==> src/rtl/ccd_seq_params.svh <==
`ifndef CCD_SEQ_PARAMS_SVH
`define CCD_SEQ_PARAMS_SVH

`define DUMMY_SHIFTS       12'h00A
`define DARK_PIXELS        12'h014
`define DARK_LINES         12'h014
`define PIXELS_PER_LINE    12'h60A
`define LINES_PER_QUAD     12'h600
`define VERT_HOLD_NS       32'h000003E8
`define CLK_PERIOD_NS      32'h00000032
`define VERT_HOLD_CYCLES   ((`VERT_HOLD_NS + `CLK_PERIOD_NS - 32'h1) / `CLK_PERIOD_NS)
`define FIFO_DEPTH         32'h00000008
`define SAMPLE_WIDTH       32'h0000000E

`endif

==> src/rtl/ccd_seq_pkg.sv <==
package ccd_seq_pkg;
   typedef enum logic [2:0] {
      st_idle      = 3'b000,
      st_integrate = 3'b001,
      st_v1_high   = 3'b010,
      st_v2_high   = 3'b011,
      st_v2_fall   = 3'b100,
      st_pix_shift = 3'b101,
      st_pix_dump  = 3'b110,
      st_pix_reset = 3'b111
   } seq_state_type;

   typedef struct packed {
      logic [1:0]  quadrant;
      logic        dark;
      logic [13:0] sample;
   } pixel_word_type;
endpackage

==> src/rtl/stream_if.sv <==
`timescale 1ns/1ps
interface stream_if #(parameter int WIDTH = 17);
   logic             valid;
   logic             ready;
   logic [WIDTH-1:0] data;
   modport source (output valid, output data, input ready);
   modport sink   (input valid, input data, output ready);
endinterface

==> src/rtl/ccd_line_readout_sequencer.sv <==
// Overview of operation
// - Each line begins with 10 dummy shifts carrying no charge.
// - Dummy positions are never used for the dark reference level.
// - Rows move to horizontal register by sequencing both vertical phases first.
// - Row enters on vertical_phase_two fall; horizontal_phase_one held high then.
// - Horizontal phases toggle as complements, one cycle per pixel.
// - Each last_horizontal_phase fall dumps one packet onto the floating diffusion.
// - Pulse reset_gate after sampling, before the next packet.
// - Both vertical phases stay low during integration.
// - Lines carry 20 dark pixels; quadrants start with 20 dark lines.
`timescale 1ns/1ps
`include "ccd_seq_params.svh"
module ccd_line_readout_sequencer (
   // Clock, reset and enable
   input  wire logic        clk,
   input  wire logic        sys_rst,
   input  wire logic        clk_en,
   // Frame control
   input  wire logic        frame_start,
   input  wire logic        integrate_done,
   output logic             busy,
   // Sensor clocks, shared by all four quadrants
   output logic             vertical_phase_one,
   output logic             vertical_phase_two,
   output logic             horizontal_phase_one,
   output logic             horizontal_phase_two,
   output logic             last_horizontal_phase,
   output logic             reset_gate,
   // Digitised video from the four front-end converters
   input  wire logic [55:0] video_sample,
   // Pixel stream out
   output logic             pixel_valid,
   input  wire logic        pixel_ready,
   output logic [16:0]      pixel_data,
   // Dark reference accumulators per quadrant
   output logic [95:0]      dark_sum
);
   // ************************************************************
   // Sequencer state
   // ************************************************************
   ccd_seq_pkg::seq_state_type state;
   ccd_seq_pkg::seq_state_type next_state;
   logic [11:0] pix_cnt;
   logic [11:0] next_pix_cnt;
   logic [11:0] row_cnt;
   logic [11:0] next_row_cnt;
   logic [7:0]  wait_cnt;
   logic [7:0]  next_wait_cnt;
   logic [1:0]  quad;
   logic [1:0]  next_quad;
   logic        v1;
   logic        v2;
   logic        h1;
   logic        h2;
   logic        hl;
   logic        rg;
   logic        next_v1;
   logic        next_v2;
   logic        next_h1;
   logic        next_h2;
   logic        next_hl;
   logic        next_rg;
   logic        next_busy;

   stream_if #(.WIDTH(17)) fill ();
   stream_if #(.WIDTH(17)) drain ();

   // Dummy positions come first and are not pixels at all.
   function automatic logic is_dummy(input logic [11:0] p);
      return p < `DUMMY_SHIFTS;
   endfunction

   // Dark means a shielded column or one of the first shielded rows, never a dummy.
   function automatic logic is_dark(input logic [11:0] p, input logic [11:0] r);
      return !is_dummy(p) && (p < (`DUMMY_SHIFTS + `DARK_PIXELS) || r < `DARK_LINES);
   endfunction

   logic [11:0] wait_len;
   assign wait_len = 12'(`VERT_HOLD_CYCLES);

   always_comb begin
      next_state    = state;
      next_pix_cnt  = pix_cnt;
      next_row_cnt  = row_cnt;
      next_wait_cnt = wait_cnt;
      next_quad     = quad;
      next_v1       = v1;
      next_v2       = v2;
      next_h1       = h1;
      next_hl       = hl;
      next_rg       = rg;
      next_busy     = busy;
      case (state)
         ccd_seq_pkg::st_idle: begin
            next_v1 = 1'b0;
            next_v2 = 1'b0;
            if (frame_start) begin
               next_state = ccd_seq_pkg::st_integrate;
               next_busy  = 1'b1;
            end
         end
         ccd_seq_pkg::st_integrate: begin
            next_v1 = 1'b0;
            next_v2 = 1'b0;
            if (integrate_done) begin
               next_state    = ccd_seq_pkg::st_v1_high;
               next_row_cnt  = '0;
               next_wait_cnt = '0;
               next_v1       = 1'b1;
            end
         end
         ccd_seq_pkg::st_v1_high: begin
            next_h1       = 1'b1;
            next_wait_cnt = 8'(wait_cnt + 1'b1);
            if (12'(wait_cnt) + 12'h001 >= wait_len) begin
               next_state    = ccd_seq_pkg::st_v2_high;
               next_wait_cnt = '0;
               next_v1       = 1'b0;
               next_v2       = 1'b1;
            end
         end
         ccd_seq_pkg::st_v2_high: begin
            next_wait_cnt = 8'(wait_cnt + 1'b1);
            if (12'(wait_cnt) + 12'h001 >= wait_len) begin
               next_state = ccd_seq_pkg::st_v2_fall;
               next_v2    = 1'b0;
            end
         end
         ccd_seq_pkg::st_v2_fall: begin
            next_state   = ccd_seq_pkg::st_pix_shift;
            next_pix_cnt = '0;
         end
         ccd_seq_pkg::st_pix_shift: begin
            // Shift only when the buffer has room for one word; this pixel will make four, one per quadrant.
            if (fill.ready) begin
               next_h1    = 1'b0;
               next_hl    = 1'b1;
               next_state = ccd_seq_pkg::st_pix_dump;
            end
         end
         ccd_seq_pkg::st_pix_dump: begin
            next_h1    = 1'b1;
            next_hl    = 1'b0;
            next_quad  = '0;
            next_state = ccd_seq_pkg::st_pix_reset;
         end
         ccd_seq_pkg::st_pix_reset: begin
            if (fill.ready) begin
               next_quad = 2'(quad + 1'b1);
               if (quad == 2'h3) begin
                  next_rg = 1'b1;
               end
            end
            if (rg) begin
               next_rg      = 1'b0;
               next_pix_cnt = 12'(pix_cnt + 1'b1);
               if (pix_cnt + 12'h001 < `PIXELS_PER_LINE) begin
                  next_state = ccd_seq_pkg::st_pix_shift;
               end else if (row_cnt + 12'h001 < `LINES_PER_QUAD) begin
                  next_row_cnt  = 12'(row_cnt + 1'b1);
                  next_wait_cnt = '0;
                  next_v1       = 1'b1;
                  next_state    = ccd_seq_pkg::st_v1_high;
               end else begin
                  next_busy  = 1'b0;
                  next_state = ccd_seq_pkg::st_idle;
               end
            end
         end
         default: next_state = ccd_seq_pkg::st_idle;
      endcase
      // The second phase has its own flop so that both phase pins leave straight from registers.
      next_h2 = !next_h1;
   end

   always_ff @(posedge clk or posedge sys_rst) begin
      if (sys_rst) begin
         state    <= ccd_seq_pkg::st_idle;
         pix_cnt  <= 12'h000;
         row_cnt  <= 12'h000;
         wait_cnt <= 8'h00;
         quad     <= 2'h0;
         v1       <= 1'b0;
         v2       <= 1'b0;
         h1       <= 1'b1;
         h2       <= 1'b0;
         hl       <= 1'b0;
         rg       <= 1'b0;
         busy     <= 1'b0;
      end else if (clk_en) begin
         state    <= next_state;
         pix_cnt  <= next_pix_cnt;
         row_cnt  <= next_row_cnt;
         wait_cnt <= next_wait_cnt;
         quad     <= next_quad;
         v1       <= next_v1;
         v2       <= next_v2;
         h1       <= next_h1;
         h2       <= next_h2;
         hl       <= next_hl;
         rg       <= next_rg;
         busy     <= next_busy;
      end
   end

   assign vertical_phase_one    = v1;
   assign vertical_phase_two    = v2;
   assign horizontal_phase_one  = h1;
   assign horizontal_phase_two  = h2;
   assign last_horizontal_phase = hl;
   assign reset_gate            = rg;

   // ************************************************************
   // Sampling, dark reference and pixel buffer
   // ************************************************************
   // Samples are taken one quadrant per cycle while the diffusion still holds the packet.
   logic [13:0] cur_sample;
   logic        take;
   assign cur_sample = video_sample[quad*14 +: 14];
   assign take = (state == ccd_seq_pkg::st_pix_reset) && !rg && fill.ready;

   assign fill.valid = take && !is_dummy(pix_cnt);
   assign fill.data  = {quad, is_dark(pix_cnt, row_cnt), cur_sample};

   genvar g;
   generate
      for (g = 0; g < 4; g++) begin : g_dark
         logic [23:0] acc;
         logic [23:0] next_acc;
         always_comb begin
            next_acc = acc;
            if (state == ccd_seq_pkg::st_idle && frame_start) begin
               next_acc = '0;
            end else if (take && quad == 2'(g) && is_dark(pix_cnt, row_cnt)) begin
               next_acc = 24'(acc + 24'(cur_sample));
            end
         end
         always_ff @(posedge clk or posedge sys_rst) begin
            if (sys_rst) begin
               acc <= 24'h000000;
            end else if (clk_en) begin
               acc <= next_acc;
            end
         end
         assign dark_sum[g*24 +: 24] = acc;
      end
   endgenerate

   pixel_fifo #(.WIDTH(17), .DEPTH(`FIFO_DEPTH)) u_fifo (
      .clk     (clk),
      .sys_rst (sys_rst),
      .clk_en  (clk_en),
      .fill    (fill),
      .drain   (drain)
   );

   logic        out_valid;
   logic [16:0] out_data;
   logic        next_out_valid;
   logic [16:0] next_out_data;
   // A single output stage keeps the stream outputs registered.
   assign drain.ready = !out_valid || pixel_ready;
   always_comb begin
      next_out_valid = out_valid;
      next_out_data  = out_data;
      if (drain.ready) begin
         next_out_valid = drain.valid;
         next_out_data  = drain.data;
      end
   end
   always_ff @(posedge clk or posedge sys_rst) begin
      if (sys_rst) begin
         out_valid <= 1'b0;
         out_data  <= 17'h00000;
      end else if (clk_en) begin
         out_valid <= next_out_valid;
         out_data  <= next_out_data;
      end
   end
   assign pixel_valid = out_valid;
   assign pixel_data  = out_data;
endmodule

==> src/rtl/pixel_fifo.sv <==
`timescale 1ns/1ps
module pixel_fifo #(
   parameter int WIDTH = 17,
   parameter int DEPTH = 8
) (
   // Clock and reset
   input wire logic clk,
   input wire logic sys_rst,
   input wire logic clk_en,
   // Fill side and drain side
   stream_if.sink   fill,
   stream_if.source drain
);
   localparam int AW = $clog2(DEPTH);

   logic [WIDTH-1:0] mem [DEPTH];
   logic [AW-1:0]    wr_ptr;
   logic [AW-1:0]    rd_ptr;
   logic [AW:0]      count;
   logic [AW-1:0]    next_wr_ptr;
   logic [AW-1:0]    next_rd_ptr;
   logic [AW:0]      next_count;
   logic             push;
   logic             pop;

   assign fill.ready  = (count != DEPTH[AW:0]);
   assign drain.valid = (count != '0);
   assign drain.data  = mem[rd_ptr];

   always_comb begin
      push        = fill.valid && fill.ready;
      pop         = drain.valid && drain.ready;
      next_wr_ptr = push ? AW'(wr_ptr + 1'b1) : wr_ptr;
      next_rd_ptr = pop ? AW'(rd_ptr + 1'b1) : rd_ptr;
      next_count  = count;
      if (push && !pop) begin
         next_count = (AW+1)'(count + 1'b1);
      end else if (pop && !push) begin
         next_count = (AW+1)'(count - 1'b1);
      end
   end

   always_ff @(posedge clk or posedge sys_rst) begin
      if (sys_rst) begin
         wr_ptr <= '0;
         rd_ptr <= '0;
         count  <= '0;
      end else if (clk_en) begin
         wr_ptr <= next_wr_ptr;
         rd_ptr <= next_rd_ptr;
         count  <= next_count;
      end
   end

   always_ff @(posedge clk) begin
      if (clk_en && push) begin
         mem[wr_ptr] <= fill.data;
      end
   end
endmodule

==> config.mk <==
export PLATFORM = sky130hd
export DESIGN_NAME = ccd_line_readout_sequencer
export DESIGN_NICKNAME = d
export VERILOG_FILES = /design/src/rtl/ccd_seq_pkg.sv /design/src/rtl/stream_if.sv /design/src/rtl/ccd_line_readout_sequencer.sv /design/src/rtl/pixel_fifo.sv
export VERILOG_INCLUDE_DIRS = /design/src /design/src/rtl
export SDC_FILE = /design/constraint.sdc
export NUM_CORES = 1
export LEC_CHECK = 0
export ABC_CLOCK_PERIOD_IN_PS = 6110
export BUFFER_PORTS_ARGS = -buffer_cell sky130_fd_sc_hd__buf_2
export CORE_ASPECT_RATIO = 1.2
export CORE_MARGIN = 1.5
export CORE_UTILIZATION = 59
export DETAILED_ROUTE_END_ITERATION = 12
export PLACE_DENSITY = 0.79
export SLEW_MARGIN = 20
export SYNTH_ARGS = -nofsm -noshare
export SYNTH_HDL_FRONTEND = slang
export SYNTH_SLANG_ARGS = --single-unit
==> constraint.sdc <==
create_clock -name clk -period 6.11 [get_ports clk]
set_clock_uncertainty 0.05 [all_clocks]
set_input_delay 0 -clock clk [delete_from_list [all_inputs] [get_ports clk]]
set_output_delay 0 -clock clk [all_outputs]
set_load 0.02 [all_outputs]
==> run metrics, run 1 <==
status finished, final reports clean; post-synth top area share 0.264; DRC 0; worst min path class in2reg; max-cap viol count 0; PnR worst setup slack 1540 ps; WL final 41800 um; Logic pwr share 0.227; RSZ-0062 raised after global routing no; share of cells above drive strength 1 0.206; Routability Congestion 0.885; crit-path cells buf_4 -> mux4_2 -> ha_1 -> o21ai_0 -> nor2_1 -> a2111oi_0 -> nor3_1 -> o311ai_2 -> nor3_1 -> xnor2_1 -> nor2_1; # rows 65; final setup violation count 0; Flop pwr share 0.431; initial antenna violation count 8; remaining antenna violation count 0; synthesized area 15800 um2; Fin Setup TNS 0 ps; Starting Density 0.601; Critical Path Max Stage Delay 880 ps; asr flop ratio synth 0.553; synth unique cells 65; TritonCTS clock tree yes; Final Non-Filler Cells 1948; largest net degree at the start of global routing 71; top cells by instance count after synthesis dfrtp_1, nand2_1, edfxtp_1; cells after synthesis 1402; Core Footprint 26400 um2; Least-Margin Pin Slew 1050 ps; fmax 219 MHz; crit path time final 4570 ps; Via Count 12.3k; crit path max-delay cell type dfrtp_1; Final Hold Viols 0; final core utilization 0.693; Final Cycle Share 0.748; P_int 0.00397 W; # Post-CTS Setup Buffers 0; placed cell count 1880; port buffer count 182; H-tree depth 1; Worst Path Required 6490 ps; Die Ht 183 um; Die Span X 153 um; I/O pin count 183; Static Leak 7.72 nW; Root Driver clkbuf_16; latest clock arrival within the worst-skew pair 570 ps; Num CTS Buffers 30; WL per Instance 21.5 um; total track usage 0.298; power density over the cells 315 nW/um2; P&R area growth vs syn 15.3%; Synth Register Bits 304; grt total ovfl 0; critical path arrival 4950 ps; total die area 27900 um2; Seq/Total Area, Yosys 0.523; crit path launch type register; Pre-antenna DRT Iters 5; hold_ws 45.5 ps; final slew viol count 0; most frequent cell after synthesis dfrtp_1; Longest Clk Path Bufs 3; Post-synth EDFFs 136; Clock power frac 0.342; Sink Count 304; DP Worst Slack 1580 ps; vias in the first global route 11.7k; vias per inst 6.29; Syn Nets 1537; Synth area leaders dfrtp_1, edfxtp_1, mux4_2, ha_1, o21ai_0; clk slew on worst S/H paths 70 ps; slew margin rel. 0.297; post-DP HPWL 28200 um; Max FO, Critical Path 14; Fillers 1947; Ys Warns 0; syn avg cell area 11.3 um2; top_reg_cell synth dfrtp_1; sw frac 0.309; Worst VDD drop 0.000292 V; Iter 0 DRT Violations 848; CP Class reg2reg; switching power total 0.00178 W; global-route wire length before repair 64700 um; Synth area leader dfrtp_1; nets@finish 1718; Critical Path Sink Type register
cell families (layout without fill, tap and decap cells):
kind of cell,count (synthesis),in the layout,synth area share
AND/OR/NAND/NOR,468,468,0.143
AO/OA/AOI/OAI,319,319,0.128
flip-flops,304,304,0.523
buffers and inverters,94,299,0.0227
multiplexers,75,75,0.0854
adder cells (fa/ha/maj),73,73,0.0600
XOR/XNOR,69,69,0.0381
other,0,6,0
power by group through the flow:
stage	sequential [W]	combinational (W)	clock [W]
2_1_floorplan	0.00251	0.000884	0
3_3_place_gp	0.00251	0.00123	0
3_5_place_dp	0.00251	0.00127	0
4_1_cts	0.00247	0.00129	0.00199
5_1_grt	0.00249	0.00142	0.00206
6_report	0.00248	0.00130	0.00197
per-stage QoR:
stage	total power [W]	instance area [um2]
5_1_grt	0.00598	18300
6_report	0.00575	18300
2_1_floorplan	0.00339	15800
3_5_place_dp	0.00379	17100
3_3_place_gp	0.00374	17100
4_1_cts	0.00575	18200
per-layer routing:
layer / up-vias / wire [um] / global-route usage
met3: 74 / 3730 / 0.0670
met5: - / 0 / 0
li1: 5622 / - / -
met1: 6021 / 16500 / 0.390
met2: 534 / 20300 / 0.499
met4: 0 / 1220 / 0.0942
what timing repair did:
| item | in CTS | in global routing |
|---|---|---|
| gates resized for setup | 0 | 0 |
| hold endpoints to repair | 63 | 0 |
| hold buffers | 6 | 0 |
| endpoints found under the setup margin | 0 | 0 |
registers in the layout, summed over array words and instances (netlist names), 3 cells and up:
signal,cells
pix_cnt,12
g_dark.acc,96
pixel_data,17
wait_cnt,8
u_fifo.count,4
row_cnt,12
state,3
u_fifo.mem,136
u_fifo.wr_ptr,3
u_fifo.rd_ptr,3
area by class of cell:
| type | instances | area, um2 | share of cell area |
|---|---|---|---|
| Sequential cell | 304 | 8290 | 0.454 |
| Multi-Input combinational cell | 1004 | 7240 | 0.396 |
| Timing Repair Buffer | 205 | 1100 | 0.0601 |
| Clock buffer | 36 | 793 | 0.0434 |
| Tap cell | 335 | 419 | 0.0229 |
| Clock inverter | 20 | 264 | 0.0145 |
| Inverter | 38 | 148 | 0.00808 |
| Antenna cell | 6 | 15.0 | 0.000822 |
final timing paths:
check / from / end / slack (ps) / cells past startpoint
min: video_sample[31] / u_fifo.mem[6][3] / 50 / 2
min reg2reg: pixel_data[4] / pixel_data[4] / 420 / 2
max: quad[0] / g_dark[3].acc[23] / 1540 / 11
max in group asynchronous: sys_rst / u_fifo.rd_ptr[1] / 4110 / 5
max reg2reg: quad[0] / g_dark[3].acc[23] / 1540 / 11
min in group asynchronous: sys_rst / g_dark[2].acc[21] / 550 / 4
critical path: cells and delay by family (launching register included):
family                   cells  cell delay [ps]
adder cells (fa/ha/maj)      1              400
XOR/XNOR                     1              170
buffers and inverters        1              330
multiplexers                 1              720
flip-flops                   1              880
AND/OR/NAND/NOR              4              470
AO/OA/AOI/OAI                3             1420
cell usage in the layout, fill, tap and decap left out, types with 18 or more instances in the layout:
master / netlist / routed
ha_1: 68 / 68
clkbuf_16: 0 / 30
mux2i_1: 25 / 25
and3_1: 19 / 19
inv_1: 38 / 37
edfxtp_1: 136 / 136
xor2_1: 33 / 33
o21ai_0: 125 / 125
mux4_2: 48 / 48
nand2_1: 141 / 141
buf_2: 6 / 182
dfrtp_1: 167 / 165
nor2_1: 81 / 81
xnor2_1: 36 / 36
o31ai_1: 18 / 18
nand3_1: 82 / 81
nor3_1: 46 / 43
a21oi_1: 54 / 54
Note: power is estimated with default switching activity, not from simulation.
==> inputs of run 2 (changes only) <==
--- a/config.mk
+++ b/config.mk
@@ -6,13 +6,13 @@
 export SDC_FILE = /design/constraint.sdc
 export NUM_CORES = 1
 export LEC_CHECK = 0
-export ABC_CLOCK_PERIOD_IN_PS = 6110
+export ABC_CLOCK_PERIOD_IN_PS = 3850
 export BUFFER_PORTS_ARGS = -buffer_cell sky130_fd_sc_hd__buf_2
 export CORE_ASPECT_RATIO = 1.2
 export CORE_MARGIN = 1.5
-export CORE_UTILIZATION = 59
+export CORE_UTILIZATION = 53
 export DETAILED_ROUTE_END_ITERATION = 12
-export PLACE_DENSITY = 0.79
+export PLACE_DENSITY = 0.75
 export SLEW_MARGIN = 20
 export SYNTH_ARGS = -nofsm -noshare
 export SYNTH_HDL_FRONTEND = slang
==> constraint.sdc (replaced) <==
create_clock -name clk -period 3.85 [get_ports clk]
set_clock_uncertainty 0.05 [all_clocks]
set_input_delay 0 -clock clk [delete_from_list [all_inputs] [get_ports clk]]
set_output_delay 0 -clock clk [all_outputs]
set_load 0.02 [all_outputs]
==> run metrics, run 2 (synthesis results as in run 1) <==
Max FO, Critical Path 10 (was 14); WL final 41200 um (was 41800 um); TritonCTS clock tree yes (unchanged); nets@finish 1758 (was 1718); Pre-antenna DRT Iters 5 (unchanged); post-DP HPWL 27600 um (was 28200 um); Core Footprint 29500 um2 (was 26400 um2); crit path launch type register (unchanged); share of cells above drive strength 1 0.227 (was 0.206); Via Count 12.3k (about the same); commonest non-fill, non-tap cell in the layout buf_2 (unchanged); Static Leak 7.89 nW (was 7.72 nW); PnR worst setup slack 227 ps (was 1540 ps); Num CTS Buffers 34 (was 30); grt total ovfl 0 (unchanged); Final Hold Viols 0 (unchanged); final slew viol count 0 (unchanged); max reg flops 136 (unchanged); Crit path max-delay family compound AO/OA/AOI/OAI gates (unchanged); slew margin rel. 0.356 (was 0.297); Least-Margin Pin Slew 966 ps (was 1050 ps); total die area 31000 um2 (was 27900 um2); vias per inst 6.02 (was 6.29); crit-path cells mux4_2 -> buf_4 -> ha_1 -> a211oi_1 -> o21ai_2 -> a2111oi_2 -> buf_4 -> nor3_1 -> o311ai_2 -> buf_4 -> nor3_1 -> xnor2_1 -> nor2_1 (was buf_4 -> mux4_2 -> ha_1 -> o21ai_0 -> nor2_1 -> a2111oi_0 -> nor3_1 -> o311ai_2 -> nor3_1 -> xnor2_1 -> nor2_1); Sink Count 304 (unchanged); r2r setup slk 230 ps (was 1540 ps); largest net degree at the start of global routing 169 (was 71); I/O pin count 183 (unchanged); CP Class reg2reg (unchanged); vias in the first global route 11.9k (was 11.7k); status finished, final reports clean (unchanged); Die Ht 192 um (was 183 um); Longest Clk Path Bufs 3 (unchanged); Starting Density 0.537 (was 0.601); initial antenna violation count 1 (was 8); power density over the cells 502 nW/um2 (was 315 nW/um2); DRC 0 (unchanged); most frequent cells in the layout buf_2, dfrtp_1, nand2_1 (unchanged); global-route wire length before repair 64500 um (was 64700 um); CP bufs+invs 3 (was 1); Worst Reg-to-Reg Cells 13 (was 11); Worst Path Required 4170 ps (was 6490 ps); total track usage 0.267 (was 0.298); Iter 0 DRT Violations 889 (was 848); remaining antenna violation count 0 (unchanged); Critical Path Sink Type register (unchanged); crit path max-delay cell type mux4_2 (was dfrtp_1); crit path time final 3620 ps (was 4570 ps); hold path depth 6 (was 2); end of the worst register-to-register path g_dark[3].acc[23] (unchanged); critical path arrival 3950 ps (was 4950 ps); Largest Register u_fifo.mem (unchanged); Die Span X 161 um (was 153 um); Critical Path Max Stage Delay 670 ps (was 880 ps); latest clock arrival within the worst-skew pair 530 ps (was 570 ps); final setup violation count 0 (unchanged); worst min path class in2reg (unchanged); RR Startpoint quad[0] (unchanged); Final Cycle Share 0.941 (was 0.748); DP Worst Slack 82.8 ps (was 1580 ps); hold endpoint busy (was u_fifo.mem[6][3]); port buffer count 182 (unchanged); WL per Instance 20.2 um (was 21.5 um); clk slew on worst S/H paths 60 ps (was 70 ps); max-cap viol count 0 (unchanged); Crit path top cell by count buf_4; Worst VDD drop 0.000287 V (was 0.000292 V); Root Driver clkbuf_16 (unchanged); Routability Congestion 0.864 (was 0.885); hold path start frame_start (was video_sample[31]); P&R area growth vs syn 17.7% (was 15.3%); total power 0.00936 W (was 0.00575 W); H-tree depth 2 (was 1); fmax 276 MHz (was 219 MHz); # rows 69 (was 65)
## run 2: report_power, final
group          leakage (nW)  internal [W]  switching, W
clock                 0.519       0.00182       0.00130
sequential             3.47       0.00372      0.000155
combinational          3.90      0.000899       0.00146
total                  7.89       0.00644       0.00292
## run 2: worst max-delay path by stage
stage | endpoint | cells past startpoint | start
4_1_cts | g_dark[3].acc[23] | 13 | quad[0]
5_1_grt | g_dark[1].acc[20] | 14 | quad[0]
6_report | g_dark[3].acc[23] | 13 | quad[0]
3_3_place_gp | g_dark[3].acc[23] | 13 | quad[0]
3_5_place_dp | g_dark[3].acc[23] | 13 | quad[1]
2_1_floorplan | g_dark[3].acc[23] | 12 | quad[0]
## run 2: worst min-delay path, delay by kind of cell
kind	cells	cell delay, ps
compound gates	2	240
buf+inv	1	120
simple gates	3	200
## run 2: through the flow
step                      hold slack (ps)  cell area (um2)  cells  TNS, ps   util
after global placement                308            17400   1962        0  0.590
final                                40.7            18700   2040        0  0.632
after floorplan                       249            15900   1402        0      -
after global routing                 60.2            18700   2040    -28.5  0.632
after CTS                            18.5            18500   2028        0  0.627
after detailed placement              324            17400   1962        0  0.590
## run 2: final cells by class
class | count | area [um2]
Fill cell | 2357 | 10900
Sequential cell | 304 | 8300
Multi-Input combinational cell | 1005 | 7290
Timing Repair Buffer | 240 | 1380
Clock buffer | 46 | 916
Tap cell | 390 | 488
Clock inverter | 16 | 146
Inverter | 38 | 146
Antenna cell | 1 | 2.50
## run 2: layer usage
metal / routed length, um / vias up / part of all wire / track usage
met5: 0 / - / 0 / 0
met4: 886 / 0 / 0.021 / 0.0769
met3: 3060 / 70 / 0.074 / 0.0496
met2: 20100 / 465 / 0.49 / 0.450
met1: 17200 / 6046 / 0.42 / 0.354
li1: - / 5703 / - / -
## run 2: what timing repair did
item	in CTS	in global routing
buffers inserted	0	10
setup endpoints to repair	0	26
hold endpoints to repair	183	0
resized for setup	0	16
hold buffers	4	0
